==> config.mk <==
export PLATFORM = sky130hd
export DESIGN_NAME = csp_port
export DESIGN_NICKNAME = d
export VERILOG_FILES = /design/src/hw/csp_pkg.sv /design/src/hw/csp_rx_if.sv /design/src/hw/csp_rx.sv /design/src/hw/csp_port.sv
export SDC_FILE = /design/constraint.sdc
export NUM_CORES = 1
export LEC_CHECK = 0
export BUFFER_PORTS_ARGS = -buffer_cell sky130_fd_sc_hd__buf_2
export CAP_MARGIN = 20
export CORE_MARGIN = 1.5
export CORE_UTILIZATION = 45
export DETAILED_ROUTE_END_ITERATION = 10
export GPL_TIMING_DRIVEN = 1
export MAX_ROUTING_LAYER = met4
export PLACE_DENSITY = 0.65
export REMOVE_ABC_BUFFERS = 1
export SYNTH_ARGS = -nofsm -noshare
export SYNTH_HDL_FRONTEND = slang
export SYNTH_SLANG_ARGS = --single-unit
==> constraint.sdc <==
create_clock -name I_REF_CLK -period 13.9 [get_ports I_REF_CLK]
set_clock_uncertainty 0.15 [all_clocks]
set_input_delay 2.78 -clock I_REF_CLK [delete_from_list [all_inputs] [get_ports I_REF_CLK]]
set_output_delay 2.78 -clock I_REF_CLK [all_outputs]
set_load 0.05 [all_outputs]
==> src/hw/csp_pkg.sv <==
// constants and types shared by the codec serial port design
package csp_pkg;

    // *****************************
    // word format
    // *****************************
    localparam int           WORD_W     = 16;
    localparam int           CNT_W      = 4;
    localparam logic [3:0]   MSB_IDX    = 4'hF;
    localparam int           CTRL_FLAG  = 15;   // set in mixed mode for a control word
    localparam int           ADDR_LSB   = 8;    // control register address field
    localparam int           ADDR_MSB   = 10;
    localparam logic [2:0]   REG_A_ADDR = 3'h0; // mode-selecting register
    localparam int           MODE_LSB   = 0;
    localparam int           MODE_MSB   = 1;

    // *****************************
    // serial clock timing
    // *****************************
    localparam int           CLK_PERIOD_NS  = 4;
    localparam int           SCLK_PERIOD_NS = 128;
    localparam int           SCLK_HALF_CYC  = SCLK_PERIOD_NS / (2 * CLK_PERIOD_NS);
    localparam int           DIV_W          = 5;
    localparam logic [4:0]   DIV_LAST       = 5'(SCLK_HALF_CYC - 1);

    // *****************************
    // modes and states
    // *****************************
    typedef enum logic [1:0]
    {
        CSP_MODE_PROGRAM = 2'h0,
        CSP_MODE_DATA    = 2'h1,
        CSP_MODE_MIXED   = 2'h3
    } csp_mode_t;

    localparam logic [1:0]   MODE_RESET = 2'h0;

    typedef enum logic [1:0]
    {
        CSP_RX_IDLE  = 2'b01,
        CSP_RX_SHIFT = 2'b10
    } csp_rx_state_t;

    typedef enum logic [2:0]
    {
        CSP_TX_IDLE  = 3'b001,
        CSP_TX_SYNC  = 3'b010,
        CSP_TX_SHIFT = 3'b100
    } csp_tx_state_t;

endpackage

==> src/hw/csp_rx_if.sv <==
// received-word carrier between the deserialiser and the port core
`timescale 1ns/1ns
interface csp_rx_if;
    logic [15:0] word;
    logic        valid;

    modport rx
    (
        output word,
        output valid
    );

    modport core
    (
        input  word,
        input  valid
    );
endinterface

==> src/hw/csp_rx.sv <==
// serial input deserialiser: one frame sync cycle, then 16 bits msb first
`timescale 1ns/1ns
module csp_rx
    import csp_pkg::*;
(
    input  wire logic i_clk,
    input  wire logic i_reset,
    input  wire logic i_fall,
    input  wire logic i_sync,
    input  wire logic i_data,
    csp_rx_if.rx      rx
);

    csp_rx_state_t      state_ff;
    logic [CNT_W-1:0]   cnt_ff;
    logic [WORD_W-1:0]  sr_ff;
    logic [WORD_W-1:0]  word_ff;
    logic               valid_ff;

    // a high sync at a falling edge opens a word
    wire start_word = i_fall && i_sync && (state_ff == CSP_RX_IDLE);
    wire last_bit   = i_fall && (state_ff == CSP_RX_SHIFT) && (cnt_ff == 4'h0);

    assign rx.word  = word_ff;
    assign rx.valid = valid_ff;

    // *****************************
    // shift state machine
    // *****************************
    // syncs seen mid-word are ignored; every word needs its own sync
    always_ff @(posedge i_clk or posedge i_reset)
    begin
        if (i_reset)
        begin
            state_ff <= CSP_RX_IDLE;
            cnt_ff   <= 4'h0;
            sr_ff    <= 16'h0000;
        end
        else if (i_fall)
        begin
            unique case (state_ff)
                CSP_RX_IDLE:
                begin
                    // sync precedes msb
                    if (start_word)
                    begin
                        state_ff <= CSP_RX_SHIFT;
                        cnt_ff   <= MSB_IDX;
                    end
                end
                CSP_RX_SHIFT:
                begin
                    // msb first shift
                    sr_ff  <= {sr_ff[WORD_W-2:0], i_data};
                    cnt_ff <= cnt_ff - 4'h1;
                    if (cnt_ff == 4'h0)
                    begin
                        state_ff <= CSP_RX_IDLE;
                    end
                end
                default:
                begin
                    state_ff <= CSP_RX_IDLE;
                end
            endcase
        end
    end

    // sixteen-bit word out
    always_ff @(posedge i_clk or posedge i_reset)
    begin
        if (i_reset)
        begin
            word_ff  <= 16'h0000;
            valid_ff <= 1'b0;
        end
        else
        begin
            valid_ff <= last_bit;
            if (last_bit)
            begin
                word_ff <= {sr_ff[WORD_W-2:0], i_data};
            end
        end
    end

endmodule

==> src/hw/csp_port.sv <==
// codec serial port: serial clock, framed output words, input decode, mode
// *****************************
// How it works
// every word is exactly sixteen bits in both directions
// each word, either direction, has its own frame sync pulse
// frame sync is high in the clock cycle before the msb
// frame syncs are active high
// host shifts with the serial clock this port drives
// output frame sync is driven here and only sampled by host
// host tx sync is our sync in loop-back, host-driven otherwise
// two sample words go to the host each sample period
// mixed non-loop-back: host may add control words per period
// host should send control words before the update word
// mixed mode period without update word repeats previous output sample
// words are exchanged after reset, in data mode and mixed mode
// loop-back wires output sync to both host syncs and our input sync
// a write to the first control register selects the mode
// words shift msb first, one bit per clock, after the sync
// *****************************
`timescale 1ns/1ns
module csp_port
    import csp_pkg::*;
(
    input  wire logic        I_REF_CLK,
    input  wire logic        I_RESET,
    input  wire logic        I_SAMPLE_TICK,
    input  wire logic [15:0] I_ADC_WORD,
    input  wire logic [15:0] I_AUX_WORD,
    input  wire logic        I_SERIAL_IN_LINE,
    input  wire logic        I_IN_FRAME_SYNC,
    output logic             O_SCLK,
    output logic             O_SERIAL_OUT_LINE,
    output logic             O_OUT_FRAME_SYNC,
    output logic [1:0]       O_MODE,
    output logic [15:0]      O_DAC_WORD,
    output logic             O_DAC_VALID,
    output logic [15:0]      O_CTRL_WORD,
    output logic             O_CTRL_VALID
);

    // *****************************
    // serial clock divider
    // *****************************
    logic [DIV_W-1:0] div_ff;
    logic             sclk_ff;

    wire div_wrap = (div_ff == DIV_LAST);
    wire sclk_rise = div_wrap && !sclk_ff;
    wire sclk_fall = div_wrap && sclk_ff;

    // port owns the bit clock
    always_ff @(posedge I_REF_CLK or posedge I_RESET)
    begin
        if (I_RESET)
        begin
            div_ff  <= 5'h00;
            sclk_ff <= 1'b0;
        end
        else
        begin
            div_ff  <= div_wrap ? 5'h00 : div_ff + 5'h01;
            sclk_ff <= div_wrap ? !sclk_ff : sclk_ff;
        end
    end

    // *****************************
    // pin synchronisers
    // *****************************
    logic sdi_s1_ff;
    logic sdi_s2_ff;
    logic fs_s1_ff;
    logic fs_s2_ff;

    // in sync may be our own out sync looped back
    // pins change on our rising edge, settle long before the fall sample
    always_ff @(posedge I_REF_CLK or posedge I_RESET)
    begin
        if (I_RESET)
        begin
            sdi_s1_ff <= 1'b0;
            sdi_s2_ff <= 1'b0;
            fs_s1_ff  <= 1'b0;
            fs_s2_ff  <= 1'b0;
        end
        else
        begin
            sdi_s1_ff <= I_SERIAL_IN_LINE;
            sdi_s2_ff <= sdi_s1_ff;
            fs_s1_ff  <= I_IN_FRAME_SYNC;
            fs_s2_ff  <= fs_s1_ff;
        end
    end

    // *****************************
    // input deserialiser
    // *****************************
    csp_rx_if rx_bus ();

    // high level marks the sync
    csp_rx u_rx
    (
        .i_clk   (I_REF_CLK),
        .i_reset (I_RESET),
        .i_fall  (sclk_fall),
        .i_sync  (fs_s2_ff),
        .i_data  (sdi_s2_ff),
        .rx      (rx_bus.rx)
    );

    // *****************************
    // word decode and mode
    // *****************************
    logic [1:0]  mode_ff;
    logic [15:0] dac_ff;
    logic        dac_valid_ff;
    logic        dac_seen_ff;
    logic [15:0] ctrl_ff;
    logic        ctrl_valid_ff;

    // mixed mode flags control words by the top bit
    wire is_mixed  = (mode_ff == CSP_MODE_MIXED);
    wire is_ctrl   = (mode_ff == CSP_MODE_PROGRAM) || (is_mixed && rx_bus.word[CTRL_FLAG]);
    wire ctrl_hit  = rx_bus.valid && is_ctrl;
    wire dac_hit   = rx_bus.valid && !is_ctrl;
    wire reg_a_hit = ctrl_hit && (rx_bus.word[ADDR_MSB:ADDR_LSB] == REG_A_ADDR);
    wire [1:0] mode_req = rx_bus.word[MODE_MSB:MODE_LSB];
    // unused code falls back to program mode so words keep being taken
    wire [1:0] nxt_mode = (mode_req == 2'h2) ? MODE_RESET : mode_req;
    // no update word this period, repeat the last one
    wire repeat_dac = I_SAMPLE_TICK && is_mixed && !dac_seen_ff && !dac_hit;

    // first register picks mode
    always_ff @(posedge I_REF_CLK or posedge I_RESET)
    begin
        if (I_RESET)
        begin
            mode_ff <= MODE_RESET;
        end
        else if (reg_a_hit)
        begin
            mode_ff <= nxt_mode;
        end
    end

    // control words are handed on with a one-cycle strobe
    always_ff @(posedge I_REF_CLK or posedge I_RESET)
    begin
        if (I_RESET)
        begin
            ctrl_ff       <= 16'h0000;
            ctrl_valid_ff <= 1'b0;
        end
        else
        begin
            ctrl_valid_ff <= ctrl_hit;
            ctrl_ff       <= ctrl_hit ? rx_bus.word : ctrl_ff;
        end
    end

    // held sample is strobed again
    always_ff @(posedge I_REF_CLK or posedge I_RESET)
    begin
        if (I_RESET)
        begin
            dac_ff       <= 16'h0000;
            dac_valid_ff <= 1'b0;
            dac_seen_ff  <= 1'b0;
        end
        else
        begin
            dac_ff       <= dac_hit ? rx_bus.word : dac_ff;
            dac_valid_ff <= dac_hit || repeat_dac;
            // an arriving word wins over the period clear
            dac_seen_ff  <= dac_hit || (dac_seen_ff && !I_SAMPLE_TICK);
        end
    end

    // *****************************
    // output serialiser
    // *****************************
    csp_tx_state_t tx_state_ff;
    logic [15:0]   hold0_ff;
    logic [15:0]   hold1_ff;
    logic          pend_ff;
    logic [15:0]   sr_ff;
    logic [15:0]   next_ff;
    logic          second_ff;
    logic [3:0]    cnt_ff;
    logic          sdo_ff;
    logic          fs_ff;

    wire tx_start = sclk_rise && (tx_state_ff == CSP_TX_IDLE) && pend_ff;
    wire word_end = sclk_rise && (tx_state_ff == CSP_TX_SHIFT) && (cnt_ff == 4'h0);

    // two words latched per period
    // sent in every mode
    always_ff @(posedge I_REF_CLK or posedge I_RESET)
    begin
        if (I_RESET)
        begin
            hold0_ff <= 16'h0000;
            hold1_ff <= 16'h0000;
            pend_ff  <= 1'b0;
        end
        else
        begin
            hold0_ff <= I_SAMPLE_TICK ? I_ADC_WORD : hold0_ff;
            hold1_ff <= I_SAMPLE_TICK ? I_AUX_WORD : hold1_ff;
            pend_ff  <= I_SAMPLE_TICK || (pend_ff && !tx_start);
        end
    end

    // state moves and outputs change only on rising serial clock
    always_ff @(posedge I_REF_CLK or posedge I_RESET)
    begin
        if (I_RESET)
        begin
            tx_state_ff <= CSP_TX_IDLE;
            sr_ff       <= 16'h0000;
            next_ff     <= 16'h0000;
            second_ff   <= 1'b0;
            cnt_ff      <= 4'h0;
            sdo_ff      <= 1'b0;
            fs_ff       <= 1'b0;
        end
        else if (sclk_rise)
        begin
            unique case (tx_state_ff)
                CSP_TX_IDLE:
                begin
                    // device drives output sync
                    if (pend_ff)
                    begin
                        tx_state_ff <= CSP_TX_SYNC;
                        sr_ff       <= hold0_ff;
                        next_ff     <= hold1_ff;
                        second_ff   <= 1'b0;
                        fs_ff       <= 1'b1;
                    end
                end
                CSP_TX_SYNC:
                begin
                    // msb follows sync
                    tx_state_ff <= CSP_TX_SHIFT;
                    fs_ff       <= 1'b0;
                    sdo_ff      <= sr_ff[MSB_IDX];
                    cnt_ff      <= MSB_IDX;
                end
                CSP_TX_SHIFT:
                begin
                    // msb first, one per clock
                    if (!word_end)
                    begin
                        sdo_ff <= sr_ff[cnt_ff - 4'h1];
                        cnt_ff <= cnt_ff - 4'h1;
                    end
                    // second word gets own sync
                    else if (!second_ff)
                    begin
                        tx_state_ff <= CSP_TX_SYNC;
                        sr_ff       <= next_ff;
                        second_ff   <= 1'b1;
                        fs_ff       <= 1'b1;
                        sdo_ff      <= 1'b0;
                    end
                    else
                    begin
                        tx_state_ff <= CSP_TX_IDLE;
                        sdo_ff      <= 1'b0;
                    end
                end
                default:
                begin
                    tx_state_ff <= CSP_TX_IDLE;
                end
            endcase
        end
    end

    // *****************************
    // outputs
    // *****************************
    assign O_SCLK            = sclk_ff;
    assign O_SERIAL_OUT_LINE = sdo_ff;
    assign O_OUT_FRAME_SYNC  = fs_ff;
    assign O_MODE            = mode_ff;
    assign O_DAC_WORD        = dac_ff;
    assign O_DAC_VALID       = dac_valid_ff;
    assign O_CTRL_WORD       = ctrl_ff;
    assign O_CTRL_VALID      = ctrl_valid_ff;

endmodule

After elaboration in Yosys (flattened, before gate mapping)
Cells that the tools add are included.
{"block": "totals", "latch_bits": 0, "out_inout_bits": 39, "regBits": 160, "mem_count": 0, "wordCells": 120, "romBits": 0, "inputBits": 37, "mem_bits_rw": 0}
{"block": "op_classes", "shift": 0, "magnitude_cmp": 1, "n_eq_ne": 14, "add_sub_neg": 3, "multipliers": 0, "div_mod_pow": 0, "mux": 28, "n_reduce_logical": 47, "bitwise": 0}
{"cell": "2-to-1 mux 16 bit", "n": 3}
{"cell": "one-hot mux 16 bit (2 select lines)", "n": 1}
{"cell": "logical AND 1 bit", "n": 19}
{"cell": "one-hot mux 4 bit (2 select lines)", "n": 2}
{"cell": "AND reduction 3 bit", "n": 5}
{"cell": "inequality test 2 bit, second input constant", "n": 5}
{"cell": "AND reduction 5 bit", "n": 2}
{"cell": "one-hot mux 3 bit (3 select lines)", "n": 1}
{"cell": "logical NOT 4 bit", "n": 2}
{"cell": "2-to-1 mux 2 bit", "n": 4}
{"cell": "2-to-1 mux 4 bit", "n": 2}
{"cell": "subtractor 4 x 1 -> 4 bit, second input constant", "n": 2}
{"cell": "2-to-1 mux 1 bit", "n": 7}
{"cell": "== test 2 bit, second input constant", "n": 3}
{"cell": "logical NOT 1 bit", "n": 6}
{"cell": "2-to-1 mux 3 bit", "n": 2}
{"cell": "nonzero test 2 bit", "n": 3}
{"cell": "adder 5 x 1 -> 5 bit, second input constant", "n": 1}
{"cell": "== test 5 x 4 -> 1 bit, second input constant", "n": 1}
{"cell": "< comparator 4 x 5 -> 1 bit, second input constant", "n": 1}
{"cell": "2-to-1 mux 5 bit", "n": 1}
{"cell": "binary-select mux 1 bit (select 4 bit)", "n": 1}
{"cell": "logical OR 1 bit", "n": 4}
{"cell": "one-hot mux 1 bit (2 select lines)", "n": 2}
{"cell": "12 further kinds", "n": 13}

Logic depth before layout (Yosys ltp)
Gate-level depths: netlist of run 1.
{"block": "logic_depth", "word_depth": 8, "depth_mapped": 8, "mapped_depth_nobuf": 6}

Modules after synthesis
Synthesis of run 1 repeated with hierarchy kept, for this count alone.
{"block": "unflattened", "cells_unflattened": 446, "area_unflattened_um2": 6762.7}
{"module": "csp_port", "area_each_um2": 5172.5, "seq_area_each_um2": 3054.2, "cells_each": 342, "instances": 1}
{"module": "csp_rx", "area_each_um2": 1590.3, "seq_area_each_um2": 952.2, "cells_each": 104, "instances": 1}

Worst setup path after synthesis of run 1
Ideal clock, no wire load.
{"block": "synth_path", "path_kind": "input to register", "start": "input I_SAMPLE_TICK", "end": "register hold0_ff[0]", "path_slack_ns": 9.874, "arrival_time_ns": 3.751, "stages": 3, "required_ns": 13.625, "n_path_buf": 2, "setup_ns": 0.125, "path_cell_list": "clkbuf_1 buf_1 mux2_2"}
{"element": "start: declaration", "line_no": "csp_port.sv:26", "source": "input wire logic I_SAMPLE_TICK,"}
{"element": "end signal: assignment", "line_no": "csp_port.sv:207", "source": "hold0_ff <= I_SAMPLE_TICK ? I_ADC_WORD : hold0_ff;"}
{"element": "end: declaration", "line_no": "csp_port.sv:182", "source": "logic [15:0] hold0_ff;"}
No word-level cell between the ends.

Worst setup path in the final report of run 1
{"block": "layout_path", "start": "register sclk_ff (netlist: O_SCLK)", "end": "output O_SCLK"}
{"element": "start: declaration", "line_no": "csp_port.sv:45", "source": "logic sclk_ff;"}
{"element": "start signal: assignment", "line_no": "csp_port.sv:62", "source": "sclk_ff <= div_wrap ? !sclk_ff : sclk_ff;"}
{"element": "end: declaration", "line_no": "csp_port.sv:31", "source": "output logic O_SCLK,"}
No word-level cell between the ends.

==> results of run 1 <==
layer usage:
| layer | global-route usage [%] | vias up |
|---|---|---|
| met5 | - | - |
| met4 | 5.15 | 0 |
| met3 | 4.62 | 16 |
| met2 | 26.7 | 79 |
| li1 | - | 1846 |
| met1 | 19.4 | 1982 |
path summary, 6_finish.rpt:
| path | end | startpoint | cells past startpoint | slack [ns] |
|---|---|---|---|---|
| setup / recovery | O_SCLK | O_SCLK | 1 | 9.52 |
| min in group asynchronous | u_rx.state_ff[1] | I_RESET | 2 | 2.30 |
| hold reg to reg | fs_s2_ff | fs_s1_ff | 0 | 0.20 |
| hold / removal | fs_s2_ff | fs_s1_ff | 0 | 0.20 |
| max in group asynchronous | hold0_ff[5] | I_RESET | 4 | 10.14 |
| setup reg to reg | next_ff[7] | div_ff[0] | 5 | 11.06 |
per-stage QoR:
stage          power, mW  instance area, um2  setup slack (ns)
2_1_floorplan      0.532                6580              6.65
3_5_place_dp       0.548                7210              9.23
3_3_place_gp       0.545                7210              9.28
4_1_cts            0.991                7770              9.52
6_report           0.978                7800              9.52
5_1_grt             1.02                7800              9.45
cells by family after synthesis:
family                     synth area share [%]
AOI/OAI and AO/OA                          3.47
adders and majority gates                 0.746
buffers and inverters                      2.80
xor gates and xnor gates                  0.653
muxes                                      24.7
DFF                                        59.7
and+or+nand+nor                            7.94
cell type report:
type	instances	share of cell area (%)
flip-flops and latches	160	51.4
well taps	184	2.95
clock buffers	27	6.58
repair buffers	79	5.45
clock inverters	4	0.642
multi-input cells	285	32.3
inverters	14	0.738
power by group through the flow:
stage	sequential [mW]	combinational [mW]	clock [mW]
2_1_floorplan	0.500	0.0320	0
3_3_place_gp	0.503	0.0422	0
3_5_place_dp	0.504	0.0437	0
4_1_cts	0.496	0.0441	0.451
5_1_grt	0.498	0.0498	0.473
6_report	0.496	0.0436	0.439
cell usage in the layout (no fill, tap or decap), drive strengths merged, types with 4 or more instances in the layout:
| master | count |
|---|---|
| dfrtp | 158 |
| inv | 14 |
| a31oi | 10 |
| nor2b | 4 |
| mux2 | 132 |
| mux4 | 4 |
| nand3 | 4 |
| o21ai | 7 |
| clkbuf | 27 |
| nor2 | 5 |
| or3b | 5 |
| buf | 79 |
| nand4 | 4 |
| ha | 4 |
| a21oi | 5 |
| nand2b | 4 |
| nand2 | 61 |
flip-flops by register name (all words and copies together) (netlist names), 5 cells and up:
register / cells
hold1_ff: 16
u_rx.sr_ff: 15
u_rx.rx.word: 16
O_DAC_WORD: 16
next_ff: 16
hold0_ff: 16
div_ff: 5
sr_ff: 16
O_CTRL_WORD: 16
==> flow_metrics.env, run 1 <==
export IMPL_die_area_mm2=0.0157
export IMPL_drive_gt1_share_pct=44.5
export IMPL_final_cell_count_no_fill=753
export IMPL_clk_latency_ns=0.41
export IMPL_start_util_pct=46.2
export IMPL_worst_pin_slew_ns=0.887
export IMPL_p_int_uw=779
export IMPL_top_layer="met4"
export IMPL_synth_area_top_cells="dfrtp_1, mux2_2, mux2_4"
export IMPL_cp_slowest_stage_delay_ns=0.67
export IMPL_area_growth_pct=16.2
export IMPL_grt_max_degree=89
export IMPL_arrival_ns=1.45
export IMPL_crit_family="flip-flops"
export IMPL_grt_total_usage_pct=16.2
export IMPL_cts_max_level=4
export IMPL_switching_power_uw=199
export IMPL_cap_viol_max_count=0
export IMPL_tns_ns=0
export IMPL_setup_viol=0
export IMPL_drcViolationCount=0
export IMPL_grt_pass1_vias=4098
export IMPL_core_area_mm2=0.0145
export IMPL_drt_first_pass_iters=4
export IMPL_worstHoldPathType="register to register"
export IMPL_cts_buffer_depth=2
export IMPL_drt_initial_drc_count=178
export IMPL_drt_wirelength_per_cell_um=15.2
export IMPL_antenna_found_initial=0
export IMPL_grt_pass1_wl_um=19800
export IMPL_ys_flop_type="dfrtp_1"
export IMPL_slew_headroom_pct=40.9
export IMPL_root_buffer="clkbuf_16"
export IMPL_avgSynthCellArea_um2=14.0
export IMPL_slowest_stage="dfrtp_1"
export IMPL_wl_met3_um=452
export IMPL_postSynthCellCount=481
export IMPL_die_w_um=125
export IMPL_layout_min_cycle_time_ns=4.38
export IMPL_post_cts_buffers=0
export IMPL_p_comb_share_pct=4.5
export IMPL_timing_hold_violations_final=0
export IMPL_post_cts_resized=0
export IMPL_fillerInstances=1265
export IMPL_swShare_pct=20.3
export IMPL_port_buffer_count=75
export IMPL_hpwl_um=7650
export IMPL_via_count=3923
export IMPL_grt_overflow=0
export IMPL_synthDistinctLibCells=54
export IMPL_drv_slew=0
export IMPL_num_nets_final=598
export IMPL_critPathMaxFanout=14
export IMPL_cp_start_kind="register"
export IMPL_dpl_cell_count=721
export IMPL_synth_edf_count=0
export IMPL_die_h_um=125
export IMPL_p_per_area_mw_per_mm2=125
export IMPL_cts_tree="yes"
export IMPL_core_rowCount=44
export IMPL_final_core_util_pct=53.7
export IMPL_routed_wl_um=11500
export IMPL_timing_hold_ws_ns=0.204
export IMPL_required_ns=10.97
export IMPL_drt_met1_wl_um=5050
export IMPL_multiInputGateArea_mm2=0.00252
export IMPL_crit_path_cell_trace="buf_2"
export IMPL_synth_top_area_cell="dfrtp_1"
export IMPL_cts_hold_fix_buffers=0
export IMPL_irDropWorstVdd_mv=0.129
export IMPL_yosysSeqAreaShare_pct=59.7
export IMPL_cp_buffers_inverters=1
export IMPL_met2WireLength_um=5800
export IMPL_rsz0062_at_grt="false"
export IMPL_fin_crit_sh_pct=31.5
export IMPL_synth_top_area_share_pct=58.9
export IMPL_synth_seq_cells=160
export IMPL_yosysMostFrequentCell="dfrtp_1"
export IMPL_synth_area_mm2=0.00671
export IMPL_vias_per_cell=5.21
export IMPL_max_freq_mhz=229
export IMPL_critical_path_class="register to output pin"
export IMPL_globalplace_congestion=0.775
export IMPL_synth_common_cells="dfrtp_1, mux2_2, nand2_1, mux2_4, inv_1"
export IMPL_clk_pin_slew_ns=0.06
export IMPL_power_leakage_nw=3.88
export IMPL_p_clk_share_pct=44.9
export IMPL_top_level_ports=76
export IMPL_synth_yosys_warnings=0
export IMPL_power_frac_seq_pct=50.7
export IMPL_ys_async_sr_fraction_pct=100
export IMPL_drtAntennaViolNets=0
export IMPL_ff_latch_area_mm2=0.00401
export IMPL_cts_sinks=160
export IMPL_cp_end_kind="output pin"
export IMPL_cts_buffers=17
export IMPL_outcome="finished clean"
export IMPL_diodes=0
No activity file was read; power rests on OpenSTA's default activity.
==> run 2: changes to the inputs <==
- ABC_AREA: default -> 1
- PLACE_DENSITY: 0.65 -> 0.68
- clock period: 13.9 -> 3.6 ns (I/O delays scaled with it)
==> run 2 against run 1 <==
First-iteration DRC count rose by 49%. Global-route usage rose by 2.3 points. Sequential cell count did not move. Sequential share of layout area rose by 1.1 points. Critical path type is now register to register.
==> flow_metrics.env, run 2 <==
export IMPL_outcome="finished clean"
export IMPL_reg2reg_slack_ns=1.05
export IMPL_drt_wirelength_per_cell_um=12.1
export IMPL_post_cts_resized=0
export IMPL_synth_yosys_warnings=0
export IMPL_synth_common_cells="nand2_1, dfrtp_1, inv_1, o21ai_0, nand3_1"
export IMPL_dpl_cell_count=967
export IMPL_top_level_ports=76
export IMPL_timing_hold_ws_ns=0.198
export IMPL_drive_gt1_share_pct=15.4
export IMPL_worstHoldPathType="register to register"
export IMPL_rsz0062_at_grt="false"
export IMPL_cp_slowest_stage_delay_ns=0.57
export IMPL_start_util_pct=46.8
export IMPL_cap_viol_max_count=0
export IMPL_design_area_mm2=0.00764
export IMPL_post_cts_buffers=0
export IMPL_crit_path_cell_trace="ha_1, nand3_2, nor2_8, nand2_2, nor2_4, buf_4, nand2_1, inv_1, o21ai_0"
export IMPL_holdPathEnd="fs_s2_ff"
export IMPL_via_count=4693
export IMPL_ff2ff_path_depth=9
export IMPL_clk_pin_slew_ns=0.06
export IMPL_p_per_area_mw_per_mm2=485
export IMPL_regToRegStartpoint="div_ff[0]"
export IMPL_diodes=0
export IMPL_drt_initial_drc_count=266
export IMPL_die_h_um=124
export IMPL_placedInstanceArea_mm2=0.00708
export IMPL_cts_sinks=160
export IMPL_cts_max_level=4
export IMPL_drv_slew=0
export IMPL_ys_async_sr_fraction_pct=100
export IMPL_synth_area_top_cells="dfrtp_1, nand2_1, o21ai_0"
export IMPL_fillerInstances=1301
export IMPL_synth_seq_cells=160
export IMPL_grt_total_usage_pct=18.5
export IMPL_avgSynthCellArea_um2=8.92
export IMPL_clk_latency_ns=0.42
export IMPL_final_cell_count_no_fill=999
export IMPL_drt_first_pass_iters=5
export IMPL_yosysSeqAreaShare_pct=61.0
export IMPL_synthDistinctLibCells=30
export IMPL_hp_start="fs_s1_ff"
export IMPL_cts_buffers=17
export IMPL_slew_headroom_pct=34.8
export IMPL_cts_buffer_depth=2
export IMPL_postSynthCellCount=736
export IMPL_irDropWorstVdd_mv=0.321
export IMPL_critPathMaxFanout=35
export IMPL_required_ns=3.75
export IMPL_globalplace_congestion=0.840
export IMPL_core_area_mm2=0.0140
export IMPL_port_buffer_count=75
export IMPL_fin_crit_sh_pct=70.9
export IMPL_ys_flop_type="dfrtp_1"
export IMPL_routed_wl_um=12100
export IMPL_drtAntennaViolNets=0
export IMPL_antenna_found_initial=0
export IMPL_arrival_ns=2.70
export IMPL_core_rowCount=43
export IMPL_grt_max_degree=83
export IMPL_vias_per_cell=4.70
export IMPL_timing_hold_violations_final=0
export IMPL_mostFrequentLayoutCell="nand2_1"
export IMPL_final_core_util_pct=54.4
export IMPL_synth_area_mm2=0.00657
export IMPL_grt_pass1_wl_um=21200
export IMPL_hold_depth=0
export IMPL_num_nets_final=847
export IMPL_grt_pass1_vias=4532
export IMPL_cp_end_kind="register"
export IMPL_layout_min_cycle_time_ns=2.55
export IMPL_die_w_um=124
export IMPL_critical_path_class="register to register"
export IMPL_mostFrequentLayoutCells="nand2_1, dfrtp_1, inv_1"
export IMPL_synth_top_area_cell="dfrtp_1"
export IMPL_reg2reg_to="u_rx.rx.word[0]"
export IMPL_die_area_mm2=0.0153
export IMPL_synth_edf_count=0
export IMPL_setup_viol=0
export IMPL_power_leakage_nw=3.93
export IMPL_synth_top_area_share_pct=60.2
export IMPL_yosysMostFrequentCell="nand2_1"
export IMPL_worst_pin_slew_ns=0.975
export IMPL_area_growth_pct=16.4
export IMPL_grt_overflow=0
export IMPL_max_freq_mhz=392
export IMPL_slowest_stage="nand2_1"
export IMPL_cts_tree="yes"
export IMPL_cp_start_kind="register"
export IMPL_total_power_mw=3.71
export IMPL_hpwl_um=8120
export IMPL_cts_hold_fix_buffers=0
export IMPL_root_buffer="clkbuf_16"
export IMPL_drcViolationCount=0
## run 2: cell types whose count changed in the layout (fill, tap and decap cells not counted), moves of 14 or more
cell / before / now
nand3_1: 2 / 24
mux2_2: 113 / 0
mux2_4: 19 / 0
nor2_1: 4 / 18
nand2_1: 61 / 285
o211ai_1: 1 / 15
o21ai_0: 5 / 78
inv_1: 13 / 80
## run 2: logic make-up after synthesis
| kind of cell | synth area share [%] |
|---|---|
| AOI/OAI and AO/OA | 9.47 |
| xor gates and xnor gates | 0.267 |
| adders and majority gates | 0.762 |
| buffers and inverters | 7.03 |
| DFF | 61.0 |
| and+or+nand+nor | 21.5 |
## run 2: metal layers
| layer | routed length (um) | vias to the layer above | GRT usage [%] |
|---|---|---|---|
| met5 | 0 | - | - |
| met4 | 191 | 0 | 7.33 |
| met3 | 425 | 17 | 4.49 |
| met2 | 5320 | 58 | 26.4 |
| met1 | 6140 | 2178 | 25.6 |
| li1 | - | 2440 | - |
## run 2: area by class of cell
class                      instances  area [um2]  area share (%)
tap                              180         225            2.95
multi-input combinational        462        2100            27.5
clock inverter                     4        22.5           0.295
sequential                       160        4010            52.4
clock buffer                      28         537            7.02
inverter                          85         327            4.27
timing repair buffer              80         425            5.57
## run 2: worst max-delay path by stage
stage,depth (start not counted),from,to,slack (ns)
6_report,9,div_ff[0],u_rx.rx.word[0],1.05
2_1_floorplan,1,I_RESET,O_CTRL_VALID,-1.59
3_5_place_dp,9,div_ff[0],u_rx.rx.word[0],1.04
5_1_grt,8,div_ff[0],u_rx.rx.word[4],0.74
4_1_cts,8,div_ff[0],u_rx.rx.word[4],1.02
3_3_place_gp,8,div_ff[0],u_rx.rx.word[3],1.12
## run 2: worst max-delay path: cells and delay by family, from the launching register on
kind / cells / cell delay (ns)
adders and majority gates: 1 / 0.20
DFF: 1 / 0.37
and+or+nand+nor: 5 / 1.05
buffers and inverters: 2 / 0.56
AOI/OAI and AO/OA: 1 / 0.10
## run 2: power by group
part           internal, mW  switching [mW]  leakage [nW]
combinational        0.0504          0.0919          1.57
clock                  1.01           0.656         0.276
sequential             1.87          0.0338          2.08
total                  2.92           0.781          3.93
## run 2: through the flow
step	worst slack, ns	setup TNS (ns)
after global routing	0.744	0
after global placement	1.12	0
after detailed placement	1.04	0
after floorplan	-1.59	-251.48
final	1.05	0
after CTS	1.02	0
==> run 3: changes to the inputs <==
- clock period: 3.6 -> 2.12 ns (I/O delays scaled with it)
==> run 3 against run 2 <==
Worst setup slack lost 0.86 ns. Largest power group unchanged. Utilization increased by 1.8 points. Routed wire length is 4.5% higher. Sequential cell count unchanged. Critical endpoint is now u_rx.rx.word[13]. Highest routed layer unchanged. Sequential share of layout area is 1.6 points lower.
==> flow_metrics.env, run 3 (synthesized netlist as in run 2, its figures left out) <==
export IMPL_outcome="finished clean"
export IMPL_grt_max_degree=49
export IMPL_tns_ns=0
export IMPL_timing_hold_violations_final=0
export IMPL_die_w_um=124
export IMPL_arrival_ns=2.08
export IMPL_root_buffer="clkbuf_16"
export IMPL_drcViolationCount=0
export IMPL_cp_startpoint="div_ff[0]"
export IMPL_max_freq_mhz=518
export IMPL_slowest_stage="dfrtp_1"
export IMPL_vias_per_cell=4.78
export IMPL_cp_end_kind="register"
export IMPL_fin_crit_sh_pct=91.1
export IMPL_ff2ff_path_depth=9
export IMPL_crit_path_cell_trace="ha_1, nand3_2, nor2_8, nand2_2, nor2_4, nand2_1, buf_4, nand2_1, o21ai_0"
export IMPL_reg2reg_to="u_rx.rx.word[13]"
export IMPL_setup_viol=0
export IMPL_grt_overflow=0
export IMPL_clk_latency_ns=0.43
export IMPL_via_count=4871
export IMPL_cts_tree="yes"
export IMPL_globalplace_congestion=0.879
export IMPL_top_level_ports=76
export IMPL_mostFrequentLayoutCell="nand2_1"
export IMPL_drv_slew=0
export IMPL_area_growth_pct=20.1
export IMPL_cp_start_kind="register"
export IMPL_die_h_um=124
export IMPL_diodes=0
export IMPL_required_ns=2.26
export IMPL_power_frac_seq_pct=50.0
export IMPL_drive_gt1_share_pct=17.8
export IMPL_routed_wl_um=12600
export IMPL_placedInstanceArea_mm2=0.00723
export IMPL_slew_headroom_pct=71.3
export IMPL_irDropWorstVdd_mv=0.520
export IMPL_cts_max_level=4
export IMPL_hpwl_um=8570
export IMPL_worstHoldPathType="input port to register"
export IMPL_drt_wirelength_per_cell_um=12.4
export IMPL_hp_start="I_ADC_WORD[1]"
export IMPL_grt_pass1_wl_um=21700
export IMPL_critPathMaxFanout=31
export IMPL_rsz0062_at_grt="false"
export IMPL_grt_total_usage_pct=19.1
export IMPL_timing_hold_ws_ns=0.0407
export IMPL_holdPathEnd="hold0_ff[1]"
export IMPL_drtAntennaViolNets=0
export IMPL_p_per_area_mw_per_mm2=818
export IMPL_regToRegStartpoint="div_ff[0]"
export IMPL_cts_buffer_depth=2
export IMPL_reg2reg_slack_ns=0.19
export IMPL_grt_pass1_vias=4576
export IMPL_cap_viol_max_count=0
export IMPL_clk_pin_slew_ns=0.06
export IMPL_p_comb_share_pct=4.0
export IMPL_mostFrequentLayoutCells="nand2_1, dfrtp_1, inv_1"
export IMPL_die_area_mm2=0.0153
export IMPL_drt_first_pass_iters=5
export IMPL_antenna_found_initial=0
export IMPL_power_leakage_nw=4.06
export IMPL_p_clk_share_pct=46.0
export IMPL_swShare_pct=21.6
export IMPL_p_int_mw=5.06
export IMPL_hold_depth=3
export IMPL_start_util_pct=46.8
export IMPL_final_core_util_pct=56.2
export IMPL_critical_path_class="register to register"
export IMPL_port_buffer_count=75
export IMPL_switching_power_mw=1.39
export IMPL_cp_slowest_stage_delay_ns=0.37
export IMPL_cts_buffers=17
export IMPL_cpMostUsedCell="nand2_1"
export IMPL_worst_pin_slew_ns=0.429
export IMPL_drt_initial_drc_count=293
export IMPL_fillerInstances=1240
export IMPL_core_rowCount=43
export IMPL_cts_sinks=160
export IMPL_num_nets_final=866
export IMPL_core_area_mm2=0.0140
export IMPL_design_area_mm2=0.00789
export IMPL_layout_min_cycle_time_ns=1.93
==> run 3: cell count changes in the layout (fill, tap and decap cells not counted), sizes merged <==
| cell | delta |
|---|---|
| clkinv | +2 |
| clkbuf | -5 |
| buf | +16 |
| inv | +1 |
| bufinv | +1 |
| dlygate4sd3 | +3 |
| clkinvlp | +1 |
==> run 3: metrics by stage <==
stage	worst slack (ns)	std cells	power, mW
after floorplan	-2.77	707	3.42
after CTS	0.0835	1014	6.52
final	0.188	1018	6.45
after detailed placement	0.0933	979	3.54
after global placement	0.112	979	3.54
after global routing	0.0259	1018	6.73
==> run 3: what timing repair did <==
action	4_1_cts	5_1_grt
hold endpoints to repair	42	0
buffers inserted	0	4
setup endpoints to repair	0	6
gates resized for setup	0	3
hold buffers	3	0
==> run 3: worst max-delay path: cells and delay by family, from the launching register on <==
family | cells | cell delay [ns]
flops | 1 | 0.37
simple gates | 6 | 0.73
compound gates | 1 | 0.09
fa+ha+maj | 1 | 0.21
buf+inv | 1 | 0.23
==> run 3: layer usage <==
layer | part of all wire [%] | vias up | track usage, %
met1 | 50 | 2289 | 25.9
met3 | 3.8 | 18 | 4.90
met2 | 45 | 77 | 27.4
met5 | 0 | - | -
met4 | 1.5 | 0 | 8.05
li1 | - | 2487 | -
==> run 3: worst max path at each step <==
stage	slack, ns	end
floorplan	-2.77	O_CTRL_VALID
global placement	0.11	cnt_ff[2]
detailed placement	0.09	cnt_ff[1]
CTS	0.08	cnt_ff[1]
global route	0.03	next_ff[2]
finish	0.19	u_rx.rx.word[13]
==> run 3: cell type report <==
cell class                      instances  area [um2]  area share, %
Multi-Input combinational cell        462        2110           26.7
Timing Repair Buffer                   99         638           8.09
Clock inverter                          9        78.8          0.999
Clock buffer                           23         508           6.44
Inverter                               85         327           4.14
Tap cell                              180         225           2.85
Sequential cell                       160        4010           50.8
==> run 3: power groups by stage <==
| stage | clock (mW) | sequential (mW) | combinational, mW |
|---|---|---|---|
| finish | 2.97 | 3.23 | 0.260 |
| global route | 3.19 | 3.24 | 0.309 |
| CTS | 3.02 | 3.23 | 0.270 |
| detailed placement | 0 | 3.28 | 0.265 |
| global placement | 0 | 3.28 | 0.256 |
| floorplan | 0 | 3.26 | 0.157 |
